### src/core/adc_readout_pkg.sv
// Purpose: shared constants and state types of the serial readout block
// Assumes: system clock of 20 MHz, crystal timebase of 32.768 kHz
// Notes:   counts derived from times are computed here once
package adc_readout_pkg;

	localparam int WORD_BITS      = 24;
	localparam int CLK_HZ         = 20000000;
	localparam int CRYSTAL_HZ     = 32768;
	// the converter clock is this multiple of the crystal
	localparam int PLL_MULT       = 128;
	localparam int CONV_CLK_HZ    = CRYSTAL_HZ * PLL_MULT;
	// system cycles per half crystal period, rounded down
	localparam int HALF_DIV       = CLK_HZ / (2 * CRYSTAL_HZ);
	// crystal periods per output word
	localparam int FILT_DEC_A     = 69;
	localparam int FILT_DEC_B     = 8;
	localparam int FILT_DEC_C     = 3;
	localparam int CONV_TICKS     = FILT_DEC_A * FILT_DEC_B * FILT_DEC_C;
	// settling is two output periods
	localparam int SETTLE_CONV    = 2;
	// crystal periods spent waiting for lock after power-up
	localparam int LOCK_TICKS     = 64;
	localparam int FIFO_DEPTH     = 2;

	localparam logic [23:0] CODE_ZERO = 24'h800000;
	localparam logic [23:0] CODE_MAX  = 24'hffffff;
	localparam logic [23:0] CODE_MIN  = 24'h000000;
	// gain 16 is a left shift by four
	localparam int GAIN_HI_SHIFT  = 4;

	typedef enum logic [1:0]
	{
		PW_STANDBY = 2'b00,
		PW_LOCK    = 2'b01,
		PW_RUN     = 2'b11
	} power_state_t;

	typedef enum logic [1:0]
	{
		RD_IDLE  = 2'b00,
		RD_READY = 2'b01,
		RD_SHIFT = 2'b11,
		RD_DONE  = 2'b10
	} read_state_t;

endpackage

### src/core/pin_sync.sv
// Purpose: two-flop synchroniser for pins from outside the clock domain
// Assumes: each bit is sampled on its own; words are not coherent
// Notes:   first stage feeds only the second stage
`timescale 1ns/1ps
module pin_sync #(
	parameter int WIDTH = 1
) (
	input  wire logic             clk,
	input  wire logic             rst,
	input  wire logic [WIDTH-1:0] pin,
	output logic      [WIDTH-1:0] level
);

	genvar i;
	generate
		for (i = 0; i < WIDTH; i++)
		begin : g_bit
			logic meta_q;
			logic level_q;
			always_ff @(posedge clk)
			begin
				if (rst)
				begin
					meta_q  <= 1'b1;
					level_q <= 1'b1;
				end
				else
				begin
					meta_q  <= pin[i];
					level_q <= meta_q;
				end
			end
			assign level[i] = level_q;
		end
	endgenerate

endmodule

### src/core/result_fifo.sv
// Purpose: small result buffer between converter and serial shifter
// Assumes: depth is a power of two
// Notes:   flush empties it at once; full refuses writes
`timescale 1ns/1ps
module result_fifo #(
	parameter int WIDTH = 24,
	parameter int DEPTH = 2
) (
	input  wire logic             clk,
	input  wire logic             rst,
	input  wire logic             flush,
	input  wire logic             in_valid,
	output logic                  in_ready,
	input  wire logic [WIDTH-1:0] in_data,
	output logic                  out_valid,
	input  wire logic             out_ready,
	output logic      [WIDTH-1:0] out_data
);

	localparam int AW = (DEPTH > 1) ? $clog2(DEPTH) : 1;

	logic [WIDTH-1:0] mem [DEPTH];
	logic [AW-1:0]    wr_ptr_q;
	logic [AW-1:0]    rd_ptr_q;
	logic [AW:0]      count_q;
	logic             push;
	logic             pop;

	assign in_ready  = (count_q != (AW+1)'(DEPTH));
	assign out_valid = (count_q != '0);
	assign out_data  = mem[rd_ptr_q];
	assign push      = in_valid && in_ready;
	assign pop       = out_ready && out_valid;

	always_ff @(posedge clk)
	begin
		if (push)
			mem[wr_ptr_q] <= in_data;
	end

	always_ff @(posedge clk)
	begin
		if (rst || flush)
		begin
			wr_ptr_q <= '0;
			rd_ptr_q <= '0;
			count_q  <= '0;
		end
		else
		begin
			if (push)
				wr_ptr_q <= wr_ptr_q + 1'b1;
			if (pop)
				rd_ptr_q <= rd_ptr_q + 1'b1;
			if (push && !pop)
				count_q <= count_q + 1'b1;
			else if (pop && !push)
				count_q <= count_q - 1'b1;
		end
	end

endmodule

### src/core/adc_serial_readout.sv
// Purpose: conversion control and serial readout of a two-channel converter
// Assumes: analog inputs arrive as signed codes scaled to 2^23 at gain one
// Notes:   crystal and converter rates are enables derived from clk
`timescale 1ns/1ps
module adc_serial_readout
	import adc_readout_pkg::*;
#(
	parameter int HALF_CYCLES = HALF_DIV,
	parameter int CONV_PERIOD = CONV_TICKS,
	parameter int LOCK_PERIOD = LOCK_TICKS
) (
	input  wire logic        clk,
	input  wire logic        rst,
	input  wire logic        cs_n,
	input  wire logic        mode_slave,
	input  wire logic        input_pair_select,
	input  wire logic        range_wide,
	input  wire logic        sclk_in,
	input  wire logic [23:0] input_pair1_pos,
	input  wire logic [23:0] input_pair2_pos,
	output logic             sclk_out,
	output logic             sclk_oe,
	output logic             dout_rdy_n,
	output logic             dout_oe,
	output logic             pll_locked
);

	logic         cs_n_s;
	logic         mode_s;
	logic         chsel_s;
	logic         range_s;
	logic         sclk_s;
	logic [23:0]  pair1_s;
	logic [23:0]  pair2_s;

	pin_sync #(.WIDTH(53)) u_sync (
		.clk   (clk),
		.rst   (rst),
		.pin   ({cs_n, mode_slave, input_pair_select, range_wide, sclk_in,
		         input_pair1_pos, input_pair2_pos}),
		.level ({cs_n_s, mode_s, chsel_s, range_s, sclk_s, pair1_s, pair2_s})
	);

	logic active;
	assign active = !cs_n_s;

	// crystal timebase: half-period enable and full-period tick
	logic [15:0] half_cnt_q;
	logic        half_tick_q;
	logic        phase_q;
	logic        xtal_tick;

	always_ff @(posedge clk)
	begin
		if (rst || !active)
		begin
			half_cnt_q  <= '0;
			half_tick_q <= 1'b0;
			phase_q     <= 1'b0;
		end
		else if (half_cnt_q == 16'(HALF_CYCLES - 1))
		begin
			half_cnt_q  <= '0;
			half_tick_q <= 1'b1;
			phase_q     <= !phase_q;
		end
		else
		begin
			half_cnt_q  <= half_cnt_q + 16'h0001;
			half_tick_q <= 1'b0;
		end
	end

	// the modulator and converter advance once per crystal period
	assign xtal_tick = half_tick_q && phase_q;

	// power state: standby, lock wait, running
	power_state_t pw_q;
	logic [15:0]  lock_cnt_q;
	logic         run;

	always_ff @(posedge clk)
	begin
		if (rst || !active)
		begin
			pw_q       <= PW_STANDBY;
			lock_cnt_q <= '0;
		end
		else
		begin
			case (pw_q)
				PW_STANDBY:
				begin
					pw_q       <= PW_LOCK;
					lock_cnt_q <= '0;
				end
				PW_LOCK:
				begin
					if (xtal_tick)
					begin
						if (lock_cnt_q == 16'(LOCK_PERIOD - 1))
							pw_q <= PW_RUN;
						else
							lock_cnt_q <= lock_cnt_q + 16'h0001;
					end
				end
				PW_RUN:
					pw_q <= PW_RUN;
				default:
					pw_q <= PW_STANDBY;
			endcase
		end
	end

	assign run = (pw_q == PW_RUN);

	// input scaling to offset binary with saturation
	function automatic logic [23:0] to_code(input logic [23:0] ain, input logic wide);
		logic signed [29:0] scaled;
		logic signed [29:0] sum;
		scaled = 30'(signed'(ain));
		if (!wide)
			scaled = scaled <<< GAIN_HI_SHIFT;
		sum = scaled + signed'(30'(CODE_ZERO));
		if (sum < 0)
			to_code = CODE_MIN;
		else if (sum > signed'(30'(CODE_MAX)))
			to_code = CODE_MAX;
		else
			to_code = sum[23:0];
	endfunction

	// conversion sequencing
	logic [15:0]  conv_cnt_q;
	logic [1:0]   settle_q;
	logic         chsel_last_q;
	logic [23:0]  sample_q;
	logic [23:0]  push_data_q;
	logic         push_valid_q;
	logic         fifo_in_ready;
	logic         conv_end;
	logic         near_update;

	assign conv_end    = run && xtal_tick && (conv_cnt_q == 16'(CONV_PERIOD - 1));
	assign near_update = run && xtal_tick && (conv_cnt_q == 16'(CONV_PERIOD - 2))
	                     && (settle_q == 2'b00);

	always_ff @(posedge clk)
	begin
		if (rst || !run)
		begin
			conv_cnt_q   <= '0;
			settle_q     <= '0;
			chsel_last_q <= chsel_s;
			sample_q     <= CODE_ZERO;
		end
		else if (chsel_s != chsel_last_q)
		begin
			// restart and drop the first word so two periods pass
			chsel_last_q <= chsel_s;
			conv_cnt_q   <= '0;
			settle_q     <= 2'(SETTLE_CONV - 1);
		end
		else if (xtal_tick)
		begin
			sample_q <= to_code(chsel_s ? pair2_s : pair1_s, range_s);
			if (conv_end)
			begin
				conv_cnt_q <= '0;
				if (settle_q != 2'b00)
					settle_q <= settle_q - 2'b01;
			end
			else
				conv_cnt_q <= conv_cnt_q + 16'h0001;
		end
	end

	// result handed to the buffer; held while the buffer is full
	always_ff @(posedge clk)
	begin
		if (rst || !run)
		begin
			push_valid_q <= 1'b0;
			push_data_q  <= CODE_ZERO;
		end
		else if (conv_end && settle_q == 2'b00 && chsel_s == chsel_last_q)
		begin
			push_valid_q <= 1'b1;
			push_data_q  <= sample_q;
		end
		else if (fifo_in_ready)
			push_valid_q <= 1'b0;
	end

	logic        fifo_out_valid;
	logic [23:0] fifo_out_data;
	logic        fifo_pop_q;

	result_fifo #(.WIDTH(WORD_BITS), .DEPTH(FIFO_DEPTH)) u_fifo (
		.clk       (clk),
		.rst       (rst),
		.flush     (!run),
		.in_valid  (push_valid_q),
		.in_ready  (fifo_in_ready),
		.in_data   (push_data_q),
		.out_valid (fifo_out_valid),
		.out_ready (fifo_pop_q),
		.out_data  (fifo_out_data)
	);

	// serial clock events in the active mode
	logic sclk_d_q;
	logic fall_evt;
	logic rise_evt;

	always_ff @(posedge clk)
	begin
		if (rst)
			sclk_d_q <= 1'b1;
		else
			sclk_d_q <= sclk_s;
	end

	always_comb
	begin
		if (mode_s)
		begin
			fall_evt = sclk_d_q && !sclk_s;
			rise_evt = !sclk_d_q && sclk_s;
		end
		else
		begin
			fall_evt = half_tick_q && sclk_out;
			rise_evt = half_tick_q && !sclk_out;
		end
	end

	// readout sequencer
	read_state_t  rd_q;
	logic [23:0]  shreg_q;
	logic [4:0]   bit_cnt_q;
	logic         wait_q;

	always_ff @(posedge clk)
	begin
		if (rst || !run)
		begin
			rd_q       <= RD_IDLE;
			shreg_q    <= '0;
			bit_cnt_q  <= '0;
			wait_q     <= 1'b0;
			fifo_pop_q <= 1'b0;
			dout_rdy_n <= 1'b1;
			sclk_out   <= 1'b1;
		end
		else
		begin
			fifo_pop_q <= 1'b0;
			case (rd_q)
				RD_IDLE:
				begin
					dout_rdy_n <= 1'b1;
					sclk_out   <= 1'b1;
					bit_cnt_q  <= '0;
					wait_q     <= 1'b0;
					if (fifo_out_valid && !fifo_pop_q)
					begin
						shreg_q    <= fifo_out_data;
						fifo_pop_q <= 1'b1;
						dout_rdy_n <= 1'b0;
						rd_q       <= RD_READY;
					end
				end
				RD_READY:
				begin
					if (near_update)
					begin
						dout_rdy_n <= 1'b1;
						rd_q       <= RD_IDLE;
					end
					else if (!mode_s)
					begin
						// two half ticks guarantee a full half period low
						if (half_tick_q)
						begin
							if (wait_q)
								rd_q <= RD_SHIFT;
							wait_q <= 1'b1;
						end
					end
					else if (fall_evt)
					begin
						dout_rdy_n <= shreg_q[WORD_BITS-1];
						shreg_q    <= {shreg_q[WORD_BITS-2:0], 1'b0};
						bit_cnt_q  <= 5'd1;
						rd_q       <= RD_SHIFT;
					end
				end
				RD_SHIFT:
				begin
					// pauses simply wait here with the count intact
					if (fall_evt && bit_cnt_q != 5'(WORD_BITS))
					begin
						if (!mode_s)
							sclk_out <= 1'b0;
						dout_rdy_n <= shreg_q[WORD_BITS-1];
						shreg_q    <= {shreg_q[WORD_BITS-2:0], 1'b0};
						bit_cnt_q  <= bit_cnt_q + 5'd1;
					end
					else if (rise_evt)
					begin
						if (!mode_s)
							sclk_out <= 1'b1;
						if (bit_cnt_q == 5'(WORD_BITS))
						begin
							dout_rdy_n <= 1'b1;
							rd_q       <= RD_DONE;
						end
					end
				end
				RD_DONE:
				begin
					dout_rdy_n <= 1'b1;
					sclk_out   <= 1'b1;
					if (mode_s || half_tick_q)
						rd_q <= RD_IDLE;
				end
				default:
					rd_q <= RD_IDLE;
			endcase
		end
	end

	// pin drivers float whenever chip select is high
	always_ff @(posedge clk)
	begin
		if (rst)
		begin
			dout_oe    <= 1'b0;
			sclk_oe    <= 1'b0;
			pll_locked <= 1'b0;
		end
		else
		begin
			dout_oe    <= active;
			sclk_oe    <= active && !mode_s;
			pll_locked <= run;
		end
	end

endmodule

### config.mk
export PLATFORM = sky130hd
export DESIGN_NAME = adc_serial_readout
export DESIGN_NICKNAME = d
export VERILOG_FILES = /design/src/core/adc_readout_pkg.sv /design/src/core/pin_sync.sv /design/src/core/result_fifo.sv /design/src/core/adc_serial_readout.sv
export SDC_FILE = /design/constraint.sdc
export NUM_CORES = 1
export LEC_CHECK = 0
export ABC_AREA = 0
export BUFFER_PORTS_ARGS = -buffer_cell sky130_fd_sc_hd__buf_2
export CAP_MARGIN = 20
export CORE_MARGIN = 1.5
export CORE_UTILIZATION = 65
export DETAILED_ROUTE_END_ITERATION = 8
export GPL_ROUTABILITY_DRIVEN = 0
export PLACE_DENSITY = 0.84
export RECOVER_POWER = 25
export SYNTH_ARGS = -nofsm -noshare
export SYNTH_HDL_FRONTEND = slang
export SYNTH_SLANG_ARGS = --single-unit
### constraint.sdc
create_clock -name clk -period 5.6 [get_ports clk]
set_clock_uncertainty 0.05 [all_clocks]
set_input_delay 0.56 -clock clk [delete_from_list [all_inputs] [get_ports clk]]
set_output_delay 0.56 -clock clk [all_outputs]
set_load 0.01 [all_outputs]
==> report_table.html, run 1 <==
<table>
<tr><th>Metric</th><th>Value</th></tr>
<tr><th colspan="2">Worst setup path</th></tr>
<tr><td>Reg-to-Reg Start</td><td>u_sync.g_bit[50].level_q</td></tr>
<tr><td>Critical path's top delay family</td><td>compound AO/OA/AOI/OAI gates</td></tr>
<tr><td>Critical Setup Path Class</td><td>flop to flop</td></tr>
<tr><td>Standard cell with the maximum stage delay on the critical path</td><td>dfxtp_2</td></tr>
<tr><td>Worst Path Arrival</td><td>3.72 ns</td></tr>
<tr><td>FF-to-FF End</td><td>sample_q[15]</td></tr>
<tr><td>End point of the critical path</td><td>sample_q[15]</td></tr>
<tr><td>Peak per-stage delay on the critical path</td><td>0.94 ns</td></tr>
<tr><td>Setup slack of the most critical reg-to-reg path</td><td>2.31 ns</td></tr>
<tr><td>Worst r2r path cells</td><td>6</td></tr>
<tr><td>Stages on worst setup path</td><td>6</td></tr>
<tr><td>Ordered list of cells on the worst path</td><td>mux4_2 -&gt; ha_1 -&gt; a31oi_1 -&gt; nor3_2 -&gt; o211a_2 -&gt; a221o_1</td></tr>
<tr><td>Max FO, Critical Path</td><td>32</td></tr>
<tr><td>Crit path launch</td><td>u_sync.g_bit[50].level_q</td></tr>
<tr><td>Number of buffers and inverters on the critical path</td><td>0</td></tr>
<tr><td>Required time at the endpoint of the critical path</td><td>6.03 ns</td></tr>
<tr><td>Startpoint class of the critical path</td><td>flop</td></tr>
<tr><td>Element type at the critical path end</td><td>flop</td></tr>
<tr><th colspan="2">Die</th></tr>
<tr><td>Die extent in x</td><td>137 um</td></tr>
<tr><td>Area enclosed by the die boundary</td><td>0.0186 mm2</td></tr>
<tr><td>Ports</td><td>60</td></tr>
<tr><td>Number of placement rows</td><td>48</td></tr>
<tr><td>Y dimension of the die</td><td>137 um</td></tr>
<tr><td>Initial Utilization</td><td>66.8%</td></tr>
<tr><td>Area of the core</td><td>0.0174 mm2</td></tr>
<tr><th colspan="2">Synth</th></tr>
<tr><td>Mean instance size in the synthesized netlist</td><td>11.2 um2</td></tr>
<tr><td>Total standard cell area after synthesis</td><td>0.0116 mm2</td></tr>
<tr><td>Cell accounting for the most synthesized area</td><td>dfxtp_1</td></tr>
<tr><td>Post-Syn Instances</td><td>1039</td></tr>
<tr><td>Post-synthesis register bit count</td><td>302</td></tr>
<tr><td>Portion of the post-synthesis area used by sequential elements</td><td>56.4%</td></tr>
<tr><td>Number of enable flip-flop cells after synthesis</td><td>49</td></tr>
<tr><td>Count of yosys warnings during synthesis</td><td>0</td></tr>
<tr><td>Cell types occupying the most area after synthesis</td><td>dfxtp_1, edfxtp_1, mux2i_1, or2_2, mux4_2</td></tr>
<tr><td>Top flip-flop cell by instance count after synthesis</td><td>dfxtp_1</td></tr>
<tr><td>Share of flip-flops with an asynchronous set or reset</td><td>0%</td></tr>
<tr><td>Post-synth net total</td><td>1104</td></tr>
<tr><td>Fraction of post-synthesis cell area in the top cell type by area</td><td>43.7%</td></tr>
<tr><td>Number of distinct library cells after synthesis</td><td>61</td></tr>
<tr><th colspan="2">Layout</th></tr>
<tr><td>Most used cells in the layout excluding fill and tap cells</td><td>dfxtp_1, or2_2, nor2_1, nand2_1, mux2i_1</td></tr>
<tr><td>Final standard cell area without fillers</td><td>0.0132 mm2</td></tr>
<tr><td>Ratio of cells with drive above 1 in the final layout</td><td>24.6%</td></tr>
<tr><td>Number of antenna diodes</td><td>0</td></tr>
<tr><td>Sequential cell area</td><td>0.00654 mm2</td></tr>
<tr><td>Area growth from synthesis to final layout</td><td>13.8%</td></tr>
<tr><td>Final cell count without fillers</td><td>1333</td></tr>
<tr><td>Filler Cells Inserted</td><td>1060</td></tr>
<tr><td>Most common cell after layout, fill and taps aside</td><td>dfxtp_1</td></tr>
<tr><td>Layout Nets</td><td>1150</td></tr>
<tr><td>Multi-input gate area in the final layout</td><td>0.00472 mm2</td></tr>
<tr><th colspan="2">Global routing</th></tr>
<tr><td>Pin count of the biggest net entering global routing</td><td>110</td></tr>
<tr><td>Global-route wire length before repair</td><td>33700 um</td></tr>
<tr><td>Antenna violations before repair</td><td>0</td></tr>
<tr><td>Via count of the first global-routing pass</td><td>6963</td></tr>
<tr><td>Combined global-route utilization of all metal layers</td><td>22.3%</td></tr>
<tr><td>Overflow left after global routing</td><td>0</td></tr>
<tr><th colspan="2">Clocking</th></tr>
<tr><td>TritonCTS clock tree</td><td>done</td></tr>
<tr><td>Clock Pin Slew Worst Setup and Hold Paths</td><td>0.06 ns</td></tr>
<tr><td># H-tree levels</td><td>1</td></tr>
<tr><td>CTS-repair resized insts</td><td>0</td></tr>
<tr><td>Clock latency reported for the late side of the worst-skew pair</td><td>0.54 ns</td></tr>
<tr><td>Sink Count</td><td>302</td></tr>
<tr><td>CTS hold repair buffers</td><td>0</td></tr>
<tr><td>Number of buffers created by CTS</td><td>29</td></tr>
<tr><td>Number of post-CTS setup repair buffers</td><td>0</td></tr>
<tr><td>Root Driver</td><td>clkbuf_16</td></tr>
<tr><td>Max Buffers Root-to-Sink</td><td>3</td></tr>
<tr><th colspan="2">Min path</th></tr>
<tr><td>Source of the worst hold timing path</td><td>input_pair2_pos[9]</td></tr>
<tr><td>Worst min-delay path class</td><td>input port to flop</td></tr>
<tr><th colspan="2">Placement</th></tr>
<tr><td>Count of input and output buffers</td><td>59</td></tr>
<tr><td>Final HPWL DP</td><td>12800 um</td></tr>
<tr><td>Placed cell count</td><td>1276</td></tr>
<tr><td>Placed cell areas</td><td>0.0120 mm2</td></tr>
<tr><th colspan="2">STA</th></tr>
<tr><td>Post-layout minimum cycle time</td><td>3.29 ns</td></tr>
<tr><td>Setup repair after global routing missed its margin</td><td>false</td></tr>
<tr><td>Max-slew violation count</td><td>0</td></tr>
<tr><td>Final Cycle Share</td><td>58.7%</td></tr>
<tr><td>Final Hold Slack</td><td>0.144 ns</td></tr>
<tr><td>Setup-failing EPs final</td><td>0</td></tr>
<tr><td>Number of hold violations in the final report</td><td>0</td></tr>
<tr><td>Transition at the pin with the smallest max-transition slack</td><td>0.937 ns</td></tr>
<tr><td>Fmax</td><td>304 MHz</td></tr>
<tr><td>Final setup TNS</td><td>0 ns</td></tr>
<tr><td>Worst-case headroom to the max-slew limit</td><td>37.5%</td></tr>
<tr><th colspan="2">Status</th></tr>
<tr><td>Run status</td><td>finished clean</td></tr>
<tr><th colspan="2">Drt</th></tr>
<tr><td>Detailed-router iteration count before antenna repair</td><td>5</td></tr>
<tr><td>Detail-routed net length per standard cell</td><td>15.4 um</td></tr>
<tr><td>Detailed-route via count</td><td>7474</td></tr>
<tr><td>Antenna-violating nets left</td><td>0</td></tr>
<tr><td>Post-detailed-route via-to-cell ratio</td><td>5.61</td></tr>
<tr><td>Wire length reported by the detailed router</td><td>20500 um</td></tr>
<tr><td>DRC violations left</td><td>0</td></tr>
<tr><td>1st-iter DRT viols</td><td>525</td></tr>
<tr><th colspan="2">Pwr</th></tr>
<tr><td>Total power</td><td>4570 uW</td></tr>
<tr><td>VDD IR max</td><td>0.246 mV</td></tr>
<tr><td>P per Cell Area</td><td>347 mW/mm2</td></tr>
<tr><td>Leak pwr</td><td>0.00483 uW</td></tr>
<tr><th colspan="2">Run</th></tr>
<tr><td>Max-cap violation count</td><td>0</td></tr>
</table>
==> kinds of logic after synthesis <==
logic type,Yosys count,synth area share (%)
flops,302,56.4
mux,103,11.4
buf+inv,78,2.98
fa+ha+maj,10,1.08
xor+xnor,49,3.70
simple gates,390,17.3
compound gates,107,7.06
==> cell type report <==
| cell class | count | share of cell area [%] |
|---|---|---|
| flip-flops and latches | 302 | 49.6 |
| multi-input cells | 659 | 35.8 |
| clock buffers | 41 | 6.86 |
| repair buffers | 71 | 3.29 |
| well taps | 225 | 2.14 |
| clock inverters | 13 | 1.71 |
| inverters | 22 | 0.626 |
==> worst register-to-register path, stage by stage, from the launching register on <==
cell	delay, ns
dfxtp_2	0.94
mux4_2	0.43
ha_1	0.30
a31oi_1	0.18
nor3_2	0.54
o211a_2	0.60
a221o_1	0.19
==> routing by layer <==
metal  wire, um  global-route usage, %  vias to the layer above  part of all wire [%]
met2       9650                   36.1                      180                    47
li1           -                      -                     3727                     -
met5          0                      0                        -                     0
met1       9540                   31.0                     3526                    47
met3        858                   3.22                       41                   4.2
met4        446                   7.51                        0                   2.2
==> Yosys cell counts, drive strengths merged (19+ instances only) <==
cell type,count
a21oi,19
a221o,22
clkbuf,42
dfxtp,253
edfxtp,49
inv,21
mux2i,76
mux4,23
nand2,89
nor2,93
o211ai,33
or2,112
xnor2,19
xor2,30
==> worst min path at each step <==
stage,slack (ns),to,cells after the start
after CTS,0.13,u_sync.g_bit[36].meta_q,2
final,0.14,u_sync.g_bit[9].meta_q,2
after global routing,0.13,u_sync.g_bit[39].meta_q,2
after detailed placement,0.34,u_sync.g_bit[8].level_q,1
after global placement,0.34,u_sync.g_bit[51].level_q,1
after floorplan,0.34,u_sync.g_bit[0].level_q,1
==> stage by stage <==
step,util (%),setup slack (ns)
floorplan,-,2.92
global placement,69.0,1.84
detailed placement,69.1,2.12
CTS,75.6,2.17
global route,76.0,1.95
finish,76.0,2.31
==> flip-flops by register name (all words and copies together) (netlist names), 2 cells and up, named ones only <==
name and cells:
u_sync.g_bit.level_q 53, u_sync.g_bit.meta_q 53, u_fifo.mem 48, push_data_q 24, sample_q 24, shreg_q 24, conv_cnt_q 16, half_cnt_q 16
lock_cnt_q 16, bit_cnt_q 5, pw_q 2, rd_q 2, settle_q 2, u_fifo.count_q 2
==> report_power, final <==
part	switching [uW]	internal, uW	leakage (uW)	total, uW
clock network	815	1400	0.000553	2220
logic	38.3	62.6	0.00175	101
registers	20.6	2230	0.00252	2250
total	874	3700	0.00483	4570
Note: power is estimated with default switching activity, not from simulation.
==> run 2: changes to the inputs <==
--- a/config.mk
+++ b/config.mk
@@ -9,10 +9,10 @@
 export BUFFER_PORTS_ARGS = -buffer_cell sky130_fd_sc_hd__buf_2
 export CAP_MARGIN = 20
 export CORE_MARGIN = 1.5
-export CORE_UTILIZATION = 65
+export CORE_UTILIZATION = 55
 export DETAILED_ROUTE_END_ITERATION = 8
 export GPL_ROUTABILITY_DRIVEN = 0
-export PLACE_DENSITY = 0.84
+export PLACE_DENSITY = 0.76
 export RECOVER_POWER = 25
 export SYNTH_ARGS = -nofsm -noshare
 export SYNTH_HDL_FRONTEND = slang
==> constraint.sdc (replaced) <==
create_clock -name clk -period 3 [get_ports clk]
set_clock_uncertainty 0.05 [all_clocks]
set_input_delay 0.3 -clock clk [delete_from_list [all_inputs] [get_ports clk]]
set_output_delay 0.3 -clock clk [all_outputs]
set_load 0.01 [all_outputs]
==> report_table.html, run 2 (synthesis results as in run 1) <==
<table>
<tr><th>Metric</th><th>Value</th></tr>
<tr><th colspan="2">STA</th></tr>
<tr><td>Worst-case headroom to the max-slew limit</td><td>3.98%</td></tr>
<tr><td>Post-layout minimum cycle time</td><td>2.61 ns</td></tr>
<tr><td>Transition at the pin with the smallest max-transition slack</td><td>1.44 ns</td></tr>
<tr><td>Final setup TNS</td><td>0 ns</td></tr>
<tr><td>Max-slew violation count</td><td>0</td></tr>
<tr><td>Setup-failing EPs final</td><td>0</td></tr>
<tr><td>Fmax</td><td>383 MHz</td></tr>
<tr><td>Setup repair after global routing missed its margin</td><td>false</td></tr>
<tr><td>Final Cycle Share</td><td>87.0%</td></tr>
<tr><td>Number of hold violations in the final report</td><td>0</td></tr>
<tr><th colspan="2">Pwr</th></tr>
<tr><td>Total power</td><td>8420 uW</td></tr>
<tr><td>Leak pwr</td><td>0.00500 uW</td></tr>
<tr><td>P per Cell Area</td><td>615 mW/mm2</td></tr>
<tr><td>VDD IR max</td><td>0.472 mV</td></tr>
<tr><th colspan="2">Clocking</th></tr>
<tr><td>TritonCTS clock tree</td><td>done</td></tr>
<tr><td>Clock latency reported for the late side of the worst-skew pair</td><td>0.55 ns</td></tr>
<tr><td>Clock Pin Slew Worst Setup and Hold Paths</td><td>0.06 ns</td></tr>
<tr><td>Root Driver</td><td>clkbuf_16</td></tr>
<tr><td># H-tree levels</td><td>1</td></tr>
<tr><td>Sink Count</td><td>302</td></tr>
<tr><td>Max Buffers Root-to-Sink</td><td>3</td></tr>
<tr><td>Number of buffers created by CTS</td><td>29</td></tr>
<tr><td>Number of post-CTS setup repair buffers</td><td>0</td></tr>
<tr><th colspan="2">Status</th></tr>
<tr><td>Run status</td><td>finished clean</td></tr>
<tr><th colspan="2">Layout</th></tr>
<tr><td>Most used cells in the layout excluding fill and tap cells</td><td>dfxtp_1, or2_2, nor2_1, nand2_1, mux2i_1</td></tr>
<tr><td>Final core occ</td><td>67.1%</td></tr>
<tr><td>Layout Nets</td><td>1208</td></tr>
<tr><td>Largest registers in the final layout</td><td>u_sync.g_bit.level_q (53), u_sync.g_bit.meta_q (53), u_fifo.mem (48)</td></tr>
<tr><td>Number of antenna diodes</td><td>0</td></tr>
<tr><td>Most common cell after layout, fill and taps aside</td><td>dfxtp_1</td></tr>
<tr><td>Area growth from synthesis to final layout</td><td>18.3%</td></tr>
<tr><td>Ratio of cells with drive above 1 in the final layout</td><td>23.2%</td></tr>
<tr><th colspan="2">Global routing</th></tr>
<tr><td>Overflow left after global routing</td><td>0</td></tr>
<tr><td>Combined global-route utilization of all metal layers</td><td>19.8%</td></tr>
<tr><td>Antenna violations before repair</td><td>0</td></tr>
<tr><td>Global-route wire length before repair</td><td>35800 um</td></tr>
<tr><td>Pin count of the biggest net entering global routing</td><td>104</td></tr>
<tr><td>Via count of the first global-routing pass</td><td>7358</td></tr>
<tr><th colspan="2">Drt</th></tr>
<tr><td>Post-detailed-route via-to-cell ratio</td><td>5.29</td></tr>
<tr><td>1st-iter DRT viols</td><td>443</td></tr>
<tr><td>DRC violations left</td><td>0</td></tr>
<tr><td>Detailed-route via count</td><td>7588</td></tr>
<tr><td>Detailed-router iteration count before antenna repair</td><td>4</td></tr>
<tr><td>Wire length reported by the detailed router</td><td>21500 um</td></tr>
<tr><td>Antenna-violating nets left</td><td>0</td></tr>
<tr><td>Detail-routed net length per standard cell</td><td>15.0 um</td></tr>
<tr><th colspan="2">Worst setup path</th></tr>
<tr><td>Ordered list of cells on the worst path</td><td>mux4_2 -&gt; ha_1 -&gt; o211ai_1 -&gt; nand4b_1 -&gt; o211a_2 -&gt; a221o_1</td></tr>
<tr><td>Peak per-stage delay on the critical path</td><td>0.57 ns</td></tr>
<tr><td>Max FO, Critical Path</td><td>23</td></tr>
<tr><td>Required time at the endpoint of the critical path</td><td>3.38 ns</td></tr>
<tr><td>End point of the critical path</td><td>sample_q[6]</td></tr>
<tr><td>Startpoint class of the critical path</td><td>flop</td></tr>
<tr><td>Standard cell with the maximum stage delay on the critical path</td><td>mux4_2</td></tr>
<tr><td>FF-to-FF End</td><td>sample_q[6]</td></tr>
<tr><td>Worst r2r path cells</td><td>6</td></tr>
<tr><td>Crit path launch</td><td>u_sync.g_bit[50].level_q</td></tr>
<tr><td>Element type at the critical path end</td><td>flop</td></tr>
<tr><td>Critical Setup Path Class</td><td>flop to flop</td></tr>
<tr><td>Setup slack of the most critical reg-to-reg path</td><td>0.39 ns</td></tr>
<tr><td>Reg-to-Reg Start</td><td>u_sync.g_bit[50].level_q</td></tr>
<tr><td>Worst Path Arrival</td><td>2.99 ns</td></tr>
<tr><th colspan="2">Die</th></tr>
<tr><td>Die extent in x</td><td>148 um</td></tr>
<tr><td>Y dimension of the die</td><td>148 um</td></tr>
<tr><td>Area of the core</td><td>0.0204 mm2</td></tr>
<tr><td>Area enclosed by the die boundary</td><td>0.0219 mm2</td></tr>
<tr><td>Ports</td><td>60</td></tr>
<tr><td>Initial Utilization</td><td>56.7%</td></tr>
<tr><td>Number of placement rows</td><td>52</td></tr>
<tr><th colspan="2">Min path</th></tr>
<tr><td>Worst min-delay path class</td><td>flop to flop</td></tr>
<tr><td>Source of the worst hold timing path</td><td>u_sync.g_bit[6].meta_q</td></tr>
<tr><th colspan="2">Run</th></tr>
<tr><td>Max-cap violation count</td><td>0</td></tr>
<tr><th colspan="2">Placement</th></tr>
<tr><td>Count of input and output buffers</td><td>59</td></tr>
<tr><td>Final HPWL DP</td><td>12500 um</td></tr>
</table>
## run 2: cell types whose count changed in the layout (fill, tap and decap cells not counted), moves of 2 or more
| cell | before | now |
|---|---|---|
| bufinv_16 | 6 | 3 |
| dlygate4sd3_1 | 0 | 55 |
| buf_2 | 59 | 54 |
| buf_16 | 2 | 0 |
| buf_4 | 8 | 13 |
| clkbuf_1 | 2 | 7 |
| inv_4 | 1 | 3 |
## run 2: worst max-delay path: cells and delay by family, from the launching register on
family	cells	cell delay, ns
and+or+nand+nor	1	0.15
adders and majority gates	1	0.30
muxes	1	0.57
DFF	1	0.48
AOI/OAI and AO/OA	3	0.95
## run 2: per-stage QoR
| stage | instances | setup WS (ns) | hold slack (ns) | area, um2 |
|---|---|---|---|---|
| 2_1_floorplan | 1039 | 0.317 | 0.339 | 11600 |
| 3_3_place_gp | 1327 | 0.483 | 0.341 | 12100 |
| 3_5_place_dp | 1327 | 0.400 | 0.342 | 12100 |
| 4_1_cts | 1435 | 0.391 | 0.356 | 13700 |
| 5_1_grt | 1435 | 0.262 | 0.366 | 13700 |
| 6_report | 1435 | 0.391 | 0.356 | 13700 |
## run 2: area by class of cell
cell class / count / area, um2
fill: 1476 / 6720
clock buffer: 41 / 926
clock inverter: 12 / 159
sequential: 302 / 6540
inverter: 22 / 82.6
multi-input combinational: 659 / 4720
tap: 270 / 338
timing repair buffer: 129 / 946
## run 2: what timing repair did
item	in CTS	in global routing
resized for setup	0	0
endpoints found under the hold margin	56	0
hold buffers	55	0
## run 2: worst min-delay path by stage
stage,endpoint,slack [ns],cells after the start
CTS,u_sync.g_bit[21].level_q,0.36,1
floorplan,u_sync.g_bit[0].level_q,0.34,1
detailed placement,u_sync.g_bit[47].level_q,0.34,1
finish,u_sync.g_bit[6].level_q,0.36,1
global route,u_sync.g_bit[6].level_q,0.37,1
global placement,u_sync.g_bit[11].level_q,0.34,1
## run 2: power breakdown
| group | total (uW) | leakage [uW] | switching (uW) | internal, uW |
|---|---|---|---|---|
| Clock | 3970 | 0.000536 | 1540 | 2420 |
| Sequential | 4200 | 0.00252 | 31.8 | 4170 |
| Combinational | 257 | 0.00194 | 95.0 | 163 |
| Total | 8420 | 0.00500 | 1670 | 6750 |
## run 2: metal layers
| layer | GRT usage [%] | vias up | part of all wire, % |
|---|---|---|---|
| li1 | - | 3851 | - |
| met2 | 33.9 | 132 | 48 |
| met1 | 26.5 | 3568 | 47 |
| met3 | 2.67 | 37 | 3.5 |
| met5 | 0 | - | 0 |
| met4 | 5.20 | 0 | 2.0 |
